===== src/hdl/fatv_defs.vh =====
/*
  Constants for the fault address, translation result and vector base
  register group: coprocessor access codes, field positions, reset values.
  Assumes it is included by bare name from the design files that need it.
*/
`ifndef FATV_DEFS_VH
`define FATV_DEFS_VH

// -----------------------------------------------------------------------
// Coprocessor access codes
// -----------------------------------------------------------------------
`define FATV_OP1_ALL      3'h0
`define FATV_CRN_FAULT    4'h6
`define FATV_CRN_XLAT     4'h7
`define FATV_CRN_VEC      4'hC
`define FATV_CRM_ZERO     4'h0
`define FATV_CRM_XRES     4'h4
`define FATV_CRM_BARRIER  4'hA
`define FATV_OP2_DFA      3'h0
`define FATV_OP2_IFA      3'h2
`define FATV_OP2_XRES     3'h0
`define FATV_OP2_VEC      3'h0
`define FATV_OP2_BARRIER  3'h4

// -----------------------------------------------------------------------
// Decoded target codes
// -----------------------------------------------------------------------
`define FATV_SEL_NONE     3'h0
`define FATV_SEL_DFA      3'h1
`define FATV_SEL_IFA      3'h2
`define FATV_SEL_XLAT     3'h3
`define FATV_SEL_VEC      3'h4
`define FATV_SEL_BARRIER  3'h5

// -----------------------------------------------------------------------
// Translation result and vector base field positions
// -----------------------------------------------------------------------
`define FATV_XR_FAIL      0
`define FATV_XR_SUPER     1
`define FATV_XR_OUTER     2
`define FATV_XR_INNER     4
`define FATV_XR_SHARE     7
`define FATV_XR_NSEC      9
`define FATV_XR_PA        12
`define FATV_XR_FS        1
`define FATV_XR_EXT       12
`define FATV_VEC_LSB      5

// -----------------------------------------------------------------------
// Reset values
// -----------------------------------------------------------------------
`define FATV_FAR_RST      32'h0000_0000
`define FATV_XR_RST       32'h0000_0000
`define FATV_VEC_RST      27'h000_0000

`endif


===== src/hdl/fatv_cp15_regs.v =====
/*
  Fault address, translation result and vector base registers of the
  system control coprocessor, with Secure and Non-secure copies.
  Assumes all inputs come from core logic on ref_clk_i, so none is
  synchronised; the pipeline presents one coprocessor move per valid.
*/
`timescale 1ns/100ps
`default_nettype none
`include "fatv_defs.vh"


module fatv_cp15_regs (
  input  wire        ref_clk_i,     // Core clock, 250 MHz
  input  wire        rst_n_i,       // Synchronous reset, active low
  input  wire        secure_i,      // Core is in Secure state
  input  wire        priv_i,        // Core is in a privileged mode
  input  wire        mon_ns_i,      // Secure monitor targets Non-secure copies
  input  wire        cp_valid_i,    // Coprocessor move request
  input  wire        cp_write_i,    // 1 write to register, 0 read
  input  wire [2:0]  cp_op1_i,      // First opcode
  input  wire [3:0]  cp_crn_i,      // Primary register
  input  wire [3:0]  cp_crm_i,      // Secondary register
  input  wire [2:0]  cp_op2_i,      // Second opcode
  input  wire [31:0] cp_wdata_i,    // Write data
  input  wire        dfault_i,      // Synchronous data fault, one cycle
  input  wire [31:0] dfault_mva_i,  // Faulting data address
  input  wire        pabort_i,      // Prefetch abort, one cycle
  input  wire [31:0] pabort_mva_i,  // Faulting instruction address
  input  wire        xlat_done_i,   // Translation operation finished
  input  wire        xlat_fail_i,   // Translation aborted
  input  wire [19:0] xlat_pa_i,     // Physical address bits 31..12
  input  wire        xlat_ns_i,     // Entry non-secure bit
  input  wire        xlat_sh_i,     // Memory shareable
  input  wire [2:0]  xlat_inner_i,  // Inner attribute code
  input  wire [1:0]  xlat_outer_i,  // Outer attribute code
  input  wire        xlat_super_i,  // Supersection translation
  input  wire [4:0]  xlat_fs_i,     // Fault status code of the abort
  input  wire        xlat_ext_i,    // External abort qualifier
  output reg  [31:0] cp_rdata_o,    // Read data, valid with ack
  output reg         cp_ack_o,      // Request done, one cycle
  output reg         cp_undef_o,    // Request refused, one cycle
  output reg  [31:0] vec_base_o     // Vector base for current state
);

  // -----------------------------------------------------------------------
  // Decode of coprocessor register codes
  // -----------------------------------------------------------------------

  // Maps an access code to the register it selects
  function [2:0] fatv_decode;
    input [2:0] op1;
    input [3:0] crn;
    input [3:0] crm;
    input [2:0] op2;
    begin
      fatv_decode = `FATV_SEL_NONE;
      if (op1 == `FATV_OP1_ALL)
      begin
        if (crn == `FATV_CRN_FAULT && crm == `FATV_CRM_ZERO &&
            op2 == `FATV_OP2_DFA)
          fatv_decode = `FATV_SEL_DFA;
        else if (crn == `FATV_CRN_FAULT && crm == `FATV_CRM_ZERO &&
                 op2 == `FATV_OP2_IFA)
          fatv_decode = `FATV_SEL_IFA;
        else if (crn == `FATV_CRN_XLAT && crm == `FATV_CRM_XRES &&
                 op2 == `FATV_OP2_XRES)
          fatv_decode = `FATV_SEL_XLAT;
        else if (crn == `FATV_CRN_VEC && crm == `FATV_CRM_ZERO &&
                 op2 == `FATV_OP2_VEC)
          fatv_decode = `FATV_SEL_VEC;
        else if (crn == `FATV_CRN_XLAT && crm == `FATV_CRM_BARRIER &&
                 op2 == `FATV_OP2_BARRIER)
          fatv_decode = `FATV_SEL_BARRIER;
      end
    end
  endfunction

  // Picks the Secure or Non-secure copy
  function [31:0] fatv_pick;
    input        use_ns;
    input [31:0] s_val;
    input [31:0] ns_val;
    begin
      fatv_pick = use_ns ? ns_val : s_val;
    end
  endfunction

  // -----------------------------------------------------------------------
  // Request qualification
  // -----------------------------------------------------------------------
  wire [2:0] sel;       // Decoded target
  wire       bank_ns;   // Software reaches the Non-secure copies
  wire       state_ns;  // Core itself is in Non-secure state
  reg        legal;     // Request may proceed
  wire       sw_wr;     // Accepted software write

  assign sel      = fatv_decode(cp_op1_i, cp_crn_i, cp_crm_i, cp_op2_i);
  assign state_ns = ~secure_i;
  assign bank_ns  = state_ns | mon_ns_i;

  // Works out whether the request is allowed
  always @*
  begin
    legal = 1'b0;
    case (sel)
      `FATV_SEL_DFA,
      `FATV_SEL_IFA:
        legal = priv_i;
      `FATV_SEL_XLAT:
        legal = priv_i & ~cp_write_i;            // Read only
      `FATV_SEL_VEC:
        legal = priv_i & secure_i;
      `FATV_SEL_BARRIER:
        legal = cp_write_i;                      // Barrier takes no read
      default:
        legal = 1'b0;                            // Unmapped code
    endcase
  end

  assign sw_wr = cp_valid_i & legal & cp_write_i;

  // -----------------------------------------------------------------------
  // Data fault address
  // -----------------------------------------------------------------------
  wire        dfa_sw;    // Software writes this register
  wire        dfa_wr_s;  // Secure copy write
  wire        dfa_wr_ns; // Non-secure copy write
  wire [31:0] dfa_d;     // Data to store
  wire [31:0] dfa_s_q;   // Secure copy
  wire [31:0] dfa_ns_q;  // Non-secure copy

  // A fault in the same cycle as a software write wins
  assign dfa_sw    = sw_wr & (sel == `FATV_SEL_DFA);
  assign dfa_wr_s  = (dfault_i & secure_i) | (dfa_sw & ~bank_ns & ~dfault_i);
  assign dfa_wr_ns = (dfault_i & state_ns) | (dfa_sw & bank_ns & ~dfault_i);
  assign dfa_d     = dfault_i ? dfault_mva_i : cp_wdata_i;

  fatv_bank_reg #(
    .WIDTH (32),
    .RST   (`FATV_FAR_RST)
  ) u_dfa (
    .ref_clk_i (ref_clk_i),
    .rst_n_i   (rst_n_i),
    .wr_s_i    (dfa_wr_s),
    .wr_ns_i   (dfa_wr_ns),
    .wdata_i   (dfa_d),
    .s_q_o     (dfa_s_q),
    .ns_q_o    (dfa_ns_q)
  );

  // -----------------------------------------------------------------------
  // Instruction fault address
  // -----------------------------------------------------------------------
  wire        ifa_sw;    // Software writes this register
  wire        ifa_wr_s;  // Secure copy write
  wire        ifa_wr_ns; // Non-secure copy write
  wire [31:0] ifa_d;     // Data to store
  wire [31:0] ifa_s_q;   // Secure copy
  wire [31:0] ifa_ns_q;  // Non-secure copy

  // Same priority as the data side: the abort wins over software
  assign ifa_sw    = sw_wr & (sel == `FATV_SEL_IFA);
  assign ifa_wr_s  = (pabort_i & secure_i) | (ifa_sw & ~bank_ns & ~pabort_i);
  assign ifa_wr_ns = (pabort_i & state_ns) | (ifa_sw & bank_ns & ~pabort_i);
  assign ifa_d     = pabort_i ? pabort_mva_i : cp_wdata_i;

  fatv_bank_reg #(
    .WIDTH (32),
    .RST   (`FATV_FAR_RST)
  ) u_ifa (
    .ref_clk_i (ref_clk_i),
    .rst_n_i   (rst_n_i),
    .wr_s_i    (ifa_wr_s),
    .wr_ns_i   (ifa_wr_ns),
    .wdata_i   (ifa_d),
    .s_q_o     (ifa_s_q),
    .ns_q_o    (ifa_ns_q)
  );

  // -----------------------------------------------------------------------
  // Translation result
  // -----------------------------------------------------------------------
  wire [31:0] par_d;     // Packed outcome
  wire [31:0] par_s_q;   // Secure copy
  wire [31:0] par_ns_q;  // Non-secure copy

  fatv_xlat_fmt u_fmt (
    .fail_i  (xlat_fail_i),
    .pa_i    (xlat_pa_i),
    .ns_i    (xlat_ns_i),
    .sh_i    (xlat_sh_i),
    .inner_i (xlat_inner_i),
    .outer_i (xlat_outer_i),
    .super_i (xlat_super_i),
    .fs_i    (xlat_fs_i),
    .ext_i   (xlat_ext_i),
    .par_o   (par_d)
  );

  // Only hardware loads it; the copy follows bank_ns, the core state or the monitor selection
  fatv_bank_reg #(
    .WIDTH (32),
    .RST   (`FATV_XR_RST)
  ) u_par (
    .ref_clk_i (ref_clk_i),
    .rst_n_i   (rst_n_i),
    .wr_s_i    (xlat_done_i & ~bank_ns),
    .wr_ns_i   (xlat_done_i & bank_ns),
    .wdata_i   (par_d),
    .s_q_o     (par_s_q),
    .ns_q_o    (par_ns_q)
  );

  // -----------------------------------------------------------------------
  // Exception vector base
  // -----------------------------------------------------------------------
  wire        vec_sw;    // Software writes the vector base
  wire [26:0] vec_s_q;   // Secure copy, bits 31..5
  wire [26:0] vec_ns_q;  // Non-secure copy, bits 31..5

  assign vec_sw = sw_wr & (sel == `FATV_SEL_VEC);

  // Low five bits are dropped on write
  fatv_bank_reg #(
    .WIDTH (27),
    .RST   (`FATV_VEC_RST)
  ) u_vec (
    .ref_clk_i (ref_clk_i),
    .rst_n_i   (rst_n_i),
    .wr_s_i    (vec_sw & ~bank_ns),
    .wr_ns_i   (vec_sw & bank_ns),
    .wdata_i   (cp_wdata_i[31:`FATV_VEC_LSB]),
    .s_q_o     (vec_s_q),
    .ns_q_o    (vec_ns_q)
  );

  // -----------------------------------------------------------------------
  // Read data selection
  // -----------------------------------------------------------------------
  reg [31:0] rdata_nxt;  // Data for the answer

  // Chooses the copy seen by the requester
  always @*
  begin
    rdata_nxt = 32'h0000_0000;
    case (sel)
      `FATV_SEL_DFA:
        rdata_nxt = fatv_pick(bank_ns, dfa_s_q, dfa_ns_q);
      `FATV_SEL_IFA:
        rdata_nxt = fatv_pick(bank_ns, ifa_s_q, ifa_ns_q);
      `FATV_SEL_XLAT:
        rdata_nxt = fatv_pick(bank_ns, par_s_q, par_ns_q);
      `FATV_SEL_VEC:
        rdata_nxt = fatv_pick(bank_ns, {vec_s_q, 5'h00},
                              {vec_ns_q, 5'h00});
      default:
        rdata_nxt = 32'h0000_0000;                          // Barrier, none
    endcase
  end

  // -----------------------------------------------------------------------
  // Answer to the pipeline
  // -----------------------------------------------------------------------

  // One answer per request, one cycle after it is taken
  always @(posedge ref_clk_i)
  begin
    if (!rst_n_i)
    begin
      cp_ack_o   <= 1'b0;
      cp_undef_o <= 1'b0;
      cp_rdata_o <= 32'h0000_0000;
    end
    else
    begin
      cp_ack_o   <= cp_valid_i & legal;
      cp_undef_o <= cp_valid_i & ~legal;
      if (cp_valid_i & legal & ~cp_write_i)
        cp_rdata_o <= rdata_nxt;
      else
        cp_rdata_o <= 32'h0000_0000;      // Barrier ack carries nothing
    end
  end

  // -----------------------------------------------------------------------
  // Vector base for the exception logic
  // -----------------------------------------------------------------------

  // Follows the core's own security state, not the monitor selection
  always @(posedge ref_clk_i)
  begin
    if (!rst_n_i)
      vec_base_o <= 32'h0000_0000;
    else if (state_ns)
      vec_base_o <= {vec_ns_q, 5'h00};
    else
      vec_base_o <= {vec_s_q, 5'h00};
  end

endmodule // fatv_cp15_regs

`default_nettype wire


===== src/hdl/fatv_bank_reg.v =====
/*
  One register held as a Secure and a Non-secure copy.
  Assumes the caller raises at most one write enable per copy per cycle
  and has already resolved priority between hardware and software writes.
*/
`timescale 1ns/100ps
`default_nettype none

module fatv_bank_reg #(
  parameter         WIDTH = 32,              // Register width
  parameter [WIDTH-1:0] RST = {WIDTH{1'b0}}  // Reset value of both copies
) (
  input  wire             ref_clk_i,  // Core clock
  input  wire             rst_n_i,    // Synchronous reset, active low
  input  wire             wr_s_i,     // Write the Secure copy
  input  wire             wr_ns_i,    // Write the Non-secure copy
  input  wire [WIDTH-1:0] wdata_i,    // Data for either copy
  output wire [WIDTH-1:0] s_q_o,      // Secure copy
  output wire [WIDTH-1:0] ns_q_o      // Non-secure copy
);

  reg [WIDTH-1:0] s_r;   // Secure copy
  reg [WIDTH-1:0] ns_r;  // Non-secure copy

  // -----------------------------------------------------------------------
  // Storage of both copies
  // -----------------------------------------------------------------------
  always @(posedge ref_clk_i)
  begin
    if (!rst_n_i)
    begin
      s_r  <= RST;
      ns_r <= RST;
    end
    else
    begin
      if (wr_s_i)
        s_r <= wdata_i;
      if (wr_ns_i)
        ns_r <= wdata_i;
    end
  end

  assign s_q_o  = s_r;
  assign ns_q_o = ns_r;

endmodule // fatv_bank_reg

`default_nettype wire


===== src/hdl/fatv_xlat_fmt.v =====
/*
  Packs one address translation outcome into the translation result layout.
  Assumes attribute inputs already carry the encodings of the result fields.
*/
`timescale 1ns/100ps
`default_nettype none
`include "fatv_defs.vh"

module fatv_xlat_fmt (
  input  wire        fail_i,   // Translation aborted
  input  wire [19:0] pa_i,     // Physical address bits 31..12
  input  wire        ns_i,     // Non-secure bit of the table entry
  input  wire        sh_i,     // Memory is shareable
  input  wire [2:0]  inner_i,  // Inner attribute code
  input  wire [1:0]  outer_i,  // Outer attribute code
  input  wire        super_i,  // Supersection used
  input  wire [4:0]  fs_i,     // Fault status code
  input  wire        ext_i,    // External abort: 0 decode, 1 slave error
  output reg  [31:0] par_o     // Packed result
);

  // -----------------------------------------------------------------------
  // Success and abort layouts, reserved bits held at zero
  // -----------------------------------------------------------------------
  always @*
  begin
    par_o = 32'h0000_0000;
    if (fail_i)
    begin
      par_o[`FATV_XR_FAIL]               = 1'b1;
      par_o[`FATV_XR_FS+4:`FATV_XR_FS]   = fs_i;
      par_o[`FATV_XR_EXT]                = ext_i;
    end
    else
    begin
      par_o[`FATV_XR_FAIL]                   = 1'b0;
      par_o[31:`FATV_XR_PA]                  = pa_i;
      par_o[`FATV_XR_NSEC]                   = ns_i;
      par_o[`FATV_XR_SHARE]                  = sh_i;
      par_o[`FATV_XR_INNER+2:`FATV_XR_INNER] = inner_i;
      par_o[`FATV_XR_OUTER+1:`FATV_XR_OUTER] = outer_i;
      par_o[`FATV_XR_SUPER]                  = super_i;
    end
  end

endmodule // fatv_xlat_fmt

`default_nettype wire


===== config.mk =====
export PLATFORM = sky130hd
export DESIGN_NAME = fatv_cp15_regs
export DESIGN_NICKNAME = d
export VERILOG_FILES = /design/src/hdl/fatv_cp15_regs.v /design/src/hdl/fatv_bank_reg.v /design/src/hdl/fatv_xlat_fmt.v
export VERILOG_INCLUDE_DIRS = /design/src /design/src/hdl
export SDC_FILE = /design/constraint.sdc
export NUM_CORES = 1
export LEC_CHECK = 0
export BUFFER_PORTS_ARGS = -buffer_cell sky130_fd_sc_hd__buf_2
export CAP_MARGIN = 25
export CORE_MARGIN = 10
export CORE_UTILIZATION = 59
export DETAILED_ROUTE_END_ITERATION = 16
export GPL_ROUTABILITY_DRIVEN = 0
export PLACE_DENSITY = 0.83
export SYNTH_ARGS = -nofsm -noshare
export SYNTH_HDL_FRONTEND = slang
export SYNTH_SLANG_ARGS = --single-unit

===== constraint.sdc =====
create_clock -name ref_clk_i -period 4.9 [get_ports ref_clk_i]
set_input_delay 0.49 -clock ref_clk_i [delete_from_list [all_inputs] [get_ports ref_clk_i]]
set_output_delay 0.49 -clock ref_clk_i [all_outputs]
set_load 0.05 [all_outputs]

==> run summary <==
The Yosys step of the flow raised 0 warnings. For the maximum number of pins on one net before global-route repair, the log shows 106. Yosys instantiated no cell more often than sky130_fd_sc_hd__dfxtp_1. The tree is rooted in a sky130_fd_sc_hd__clkbuf_16. Dividing the synthesized area by the synthesized cell count gives 8.57 um^2. The upper clock frequency limit was 353 MHz; the max-slew headroom at the worst pin was 32.3%. The gate count of the mapped netlist was 1527; the total of cells resized after clock tree synthesis was 0.

The via-per-instance ratio is 6.13, and the final hold violation count is 0. The die height is 169 um. The most used flip-flop cell after synthesis is sky130_fd_sc_hd__dfxtp_1. The number of register bits inferred by synthesis came out at 301. For the detailed placer's ending HPWL, the log shows 27900 um. The initial utilization of the core area, before any placement, comes to 60.0%. The worst setup path is captured at a register. Clock tree synthesis inserted a total of 30 buffers.

At the later pin of the worst-skew pair, clock insertion delay measures 560 ps. Kind of critical path: primary input to register. STA puts the critical path data arrival time at 3230 ps. In this run, the number of DRC markers left after iteration 0 of detailed routing was 1523. The post-route netlist has 20.1% of its cells at a drive strength greater than 1. The first detailed-routing pass took 6 iterations. Summed over all instances, the cell type with the most area after synthesis is sky130_fd_sc_hd__dfxtp_1. The count of clock tree sinks was 301; the transition at the pin with the smallest max-transition slack was 1010 ps. The tools report the depth of the CTS H-tree as 1.

The tools report the final max-slew violation count as 0. The detailed router placed 12.0k vias in this run. The first global-routing pass estimated 63000 um of wire. The share of the cycle needed by the critical path after routing came out at 57.8%.

Dividing total power by cell area gives a power density of 357 mW/mm^2. The run gives 3 as the clock tree buffer depth. The floorplan step defined a core boundary enclosing 0.0218 mm^2. The final standard cell utilization of the core was 69.3%.

The floorplan has 54 rows. Buffers placed on the I/O ports in this run total 215. The number of nets with antenna violations after detailed routing was 0; the largest vdd supply drop was 240 uV. The number of buffers inserted for hold repair after clock tree synthesis is 0, and the number of DRC violations after detailed routing is 0. Along the worst path, the maximum fanout reaches 54. The share of synthesized area in the top cell type comes to 46.1%. Setup total negative slack on the finished layout was measured at 0 ps.

The logs give 1817 for the layout net count and 0.0131 mm^2 for the post-synthesis instance area. Sequential cells were found to cover 46.1% of the synthesized design area. Die span in x: 169 um. Yosys attributes the largest share of cell area to sky130_fd_sc_hd__dfxtp_1, sky130_fd_sc_hd__mux2i_1, sky130_fd_sc_hd__nand2_1. In this run, synthesis inferred 0 flip-flops with an integrated enable. Sorting the synthesized cells by how often they occur yields sky130_fd_sc_hd__dfxtp_1, sky130_fd_sc_hd__nand2_1, sky130_fd_sc_hd__nor2_1, sky130_fd_sc_hd__a21oi_1, sky130_fd_sc_hd__mux2i_1.

The clock-pin slew on the worst setup and hold paths was 60 ps. Via count of the first global-routing pass: 11.5k. For the max capacitance violation total, the log shows 0. Data on the critical path is required at its endpoint by 5300 ps. The setup clock skew after layout is 14.0 ps.

The clock period could shrink to 2830 ps. The number of setup buffers added after CTS is 0. The sum of routed wire length over all layers was 40800 um.

The critical path startpoint category is a primary input. Async set-reset flop share out of synthesis: 0%. Setup repair after global routing left no endpoint under its margin. The path class of the tightest hold or removal check is primary input to register. The number of failing setup endpoints in the final timing report is 0. The die covers 0.0285 mm^2. The total overflow left after global routing is 0.

TritonCTS built the clock tree. After detailed routing, the average wire length per cell comes to 20.8 um. 221 I/O pins were placed. Yosys mapped the design onto 55 distinct sky130hd cell types. Global routing used 27.0% of the available tracks. Fill cells in the final layout number 1733.

Summed over all cells, the static leakage comes to 5.81 nW. The initial antenna violation count came out at 2. The area overhead of the layout relative to synthesis works out to 15.6%. The flow ran to the end, and the final reports show no timing, DRC or antenna violations.
-- cells in the final DEF (no fill, tap or decap), types with 32 or more instances in the layout --
| cell type | n |
|---|---|
| sky130_fd_sc_hd__a211oi_1 | 76 |
| sky130_fd_sc_hd__a21oi_1 | 130 |
| sky130_fd_sc_hd__a221oi_1 | 48 |
| sky130_fd_sc_hd__buf_2 | 214 |
| sky130_fd_sc_hd__dfxtp_1 | 301 |
| sky130_fd_sc_hd__mux2_2 | 32 |
| sky130_fd_sc_hd__mux2i_1 | 103 |
| sky130_fd_sc_hd__nand2_1 | 227 |
| sky130_fd_sc_hd__nand3_1 | 92 |
| sky130_fd_sc_hd__nor2_1 | 163 |
| sky130_fd_sc_hd__o21ai_0 | 59 |
| sky130_fd_sc_hd__o21ai_1 | 32 |
-- worst max-delay path, stage by stage --
cell and delay [ps]:
sky130_fd_sc_hd__buf_2 120, sky130_fd_sc_hd__nor4_1 480, sky130_fd_sc_hd__nand4_1 330, sky130_fd_sc_hd__nor3b_2 470, sky130_fd_sc_hd__buf_4 580, sky130_fd_sc_hd__a221o_1 240, sky130_fd_sc_hd__a21oi_1 40, sky130_fd_sc_hd__nor3b_1 470
-- cell type report --
| type | count | area [um^2] | share of cell area (%) |
|---|---|---|---|
| multi-input combinational | 1083 | 6450 | 42.6 |
| clock inverter | 7 | 104 | 0.687 |
| tap | 280 | 350 | 2.32 |
| timing repair buffer | 240 | 1270 | 8.37 |
| sequential | 301 | 6030 | 39.8 |
| clock buffer | 43 | 900 | 5.95 |
| inverter | 6 | 27.5 | 0.182 |
| antenna | 1 | 2.50 | 0.0165 |
-- through the flow --
stage / power, mW / worst slack [ps] / std cells / hold slack (ps) / area (um^2)
6_report: 5.40 / 2070 / 1961 / 227 / 15100
5_1_grt: 5.56 / 1870 / 1960 / 234 / 15100
4_1_cts: 5.40 / 2170 / 1960 / 213 / 15100
3_5_place_dp: 3.11 / 1610 / 1910 / 447 / 14100
3_3_place_gp: 3.10 / 1700 / 1910 / 443 / 14100
2_1_floorplan: 2.94 / 2490 / 1531 / 436 / 13100
-- logic make-up after synthesis --
| kind of cell | after synthesis | synth area share (%) |
|---|---|---|
| other cells | 1 | 0.0287 |
| flops | 301 | 46.1 |
| mux | 135 | 10.6 |
| simple gates | 543 | 18.1 |
| buf+inv | 147 | 5.14 |
| compound gates | 400 | 20.0 |
-- power by group --
group	internal (mW)	switching [mW]	total, mW	leakage, nW
Sequential	2.53	0.0471	2.58	2.45
Combinational	0.175	0.321	0.496	2.86
Clock	1.37	0.954	2.32	0.497
-- registers in the layout, summed over array words and instances, names as in the netlist --
name	cells
cp_ack_o	1
cp_rdata_o	32
cp_undef_o	1
u_dfa.ns_q_o	32
u_dfa.s_q_o	32
u_ifa.ns_q_o	32
u_ifa.s_q_o	32
u_par.ns_q_o	29
u_par.s_q_o	29
u_vec.ns_q_o	27
u_vec.s_q_o	27
vec_base_o	27
-- worst paths after layout --
path,start,to,slack (ps),cells after the start
max reg2reg,u_vec.ns_q_o[3],cp_rdata_o[8],3650,3
min reg2reg,u_par.ns_q_o[6],u_par.ns_q_o[6],460,2
min,cp_wdata_i[28],u_vec.ns_q_o[23],230,3
max,cp_crm_i[2],cp_rdata_o[8],2070,8
-- layer usage --
layer	global-route usage [%]	share of wire, %	vias up
met5	0	0.029	-
met4	10.1	3.6	2
met1	35.7	40	5578
li1	-	-	5686
met2	41.2	45	639
met3	7.36	12	111
Note: power is estimated with default switching activity, not from simulation.
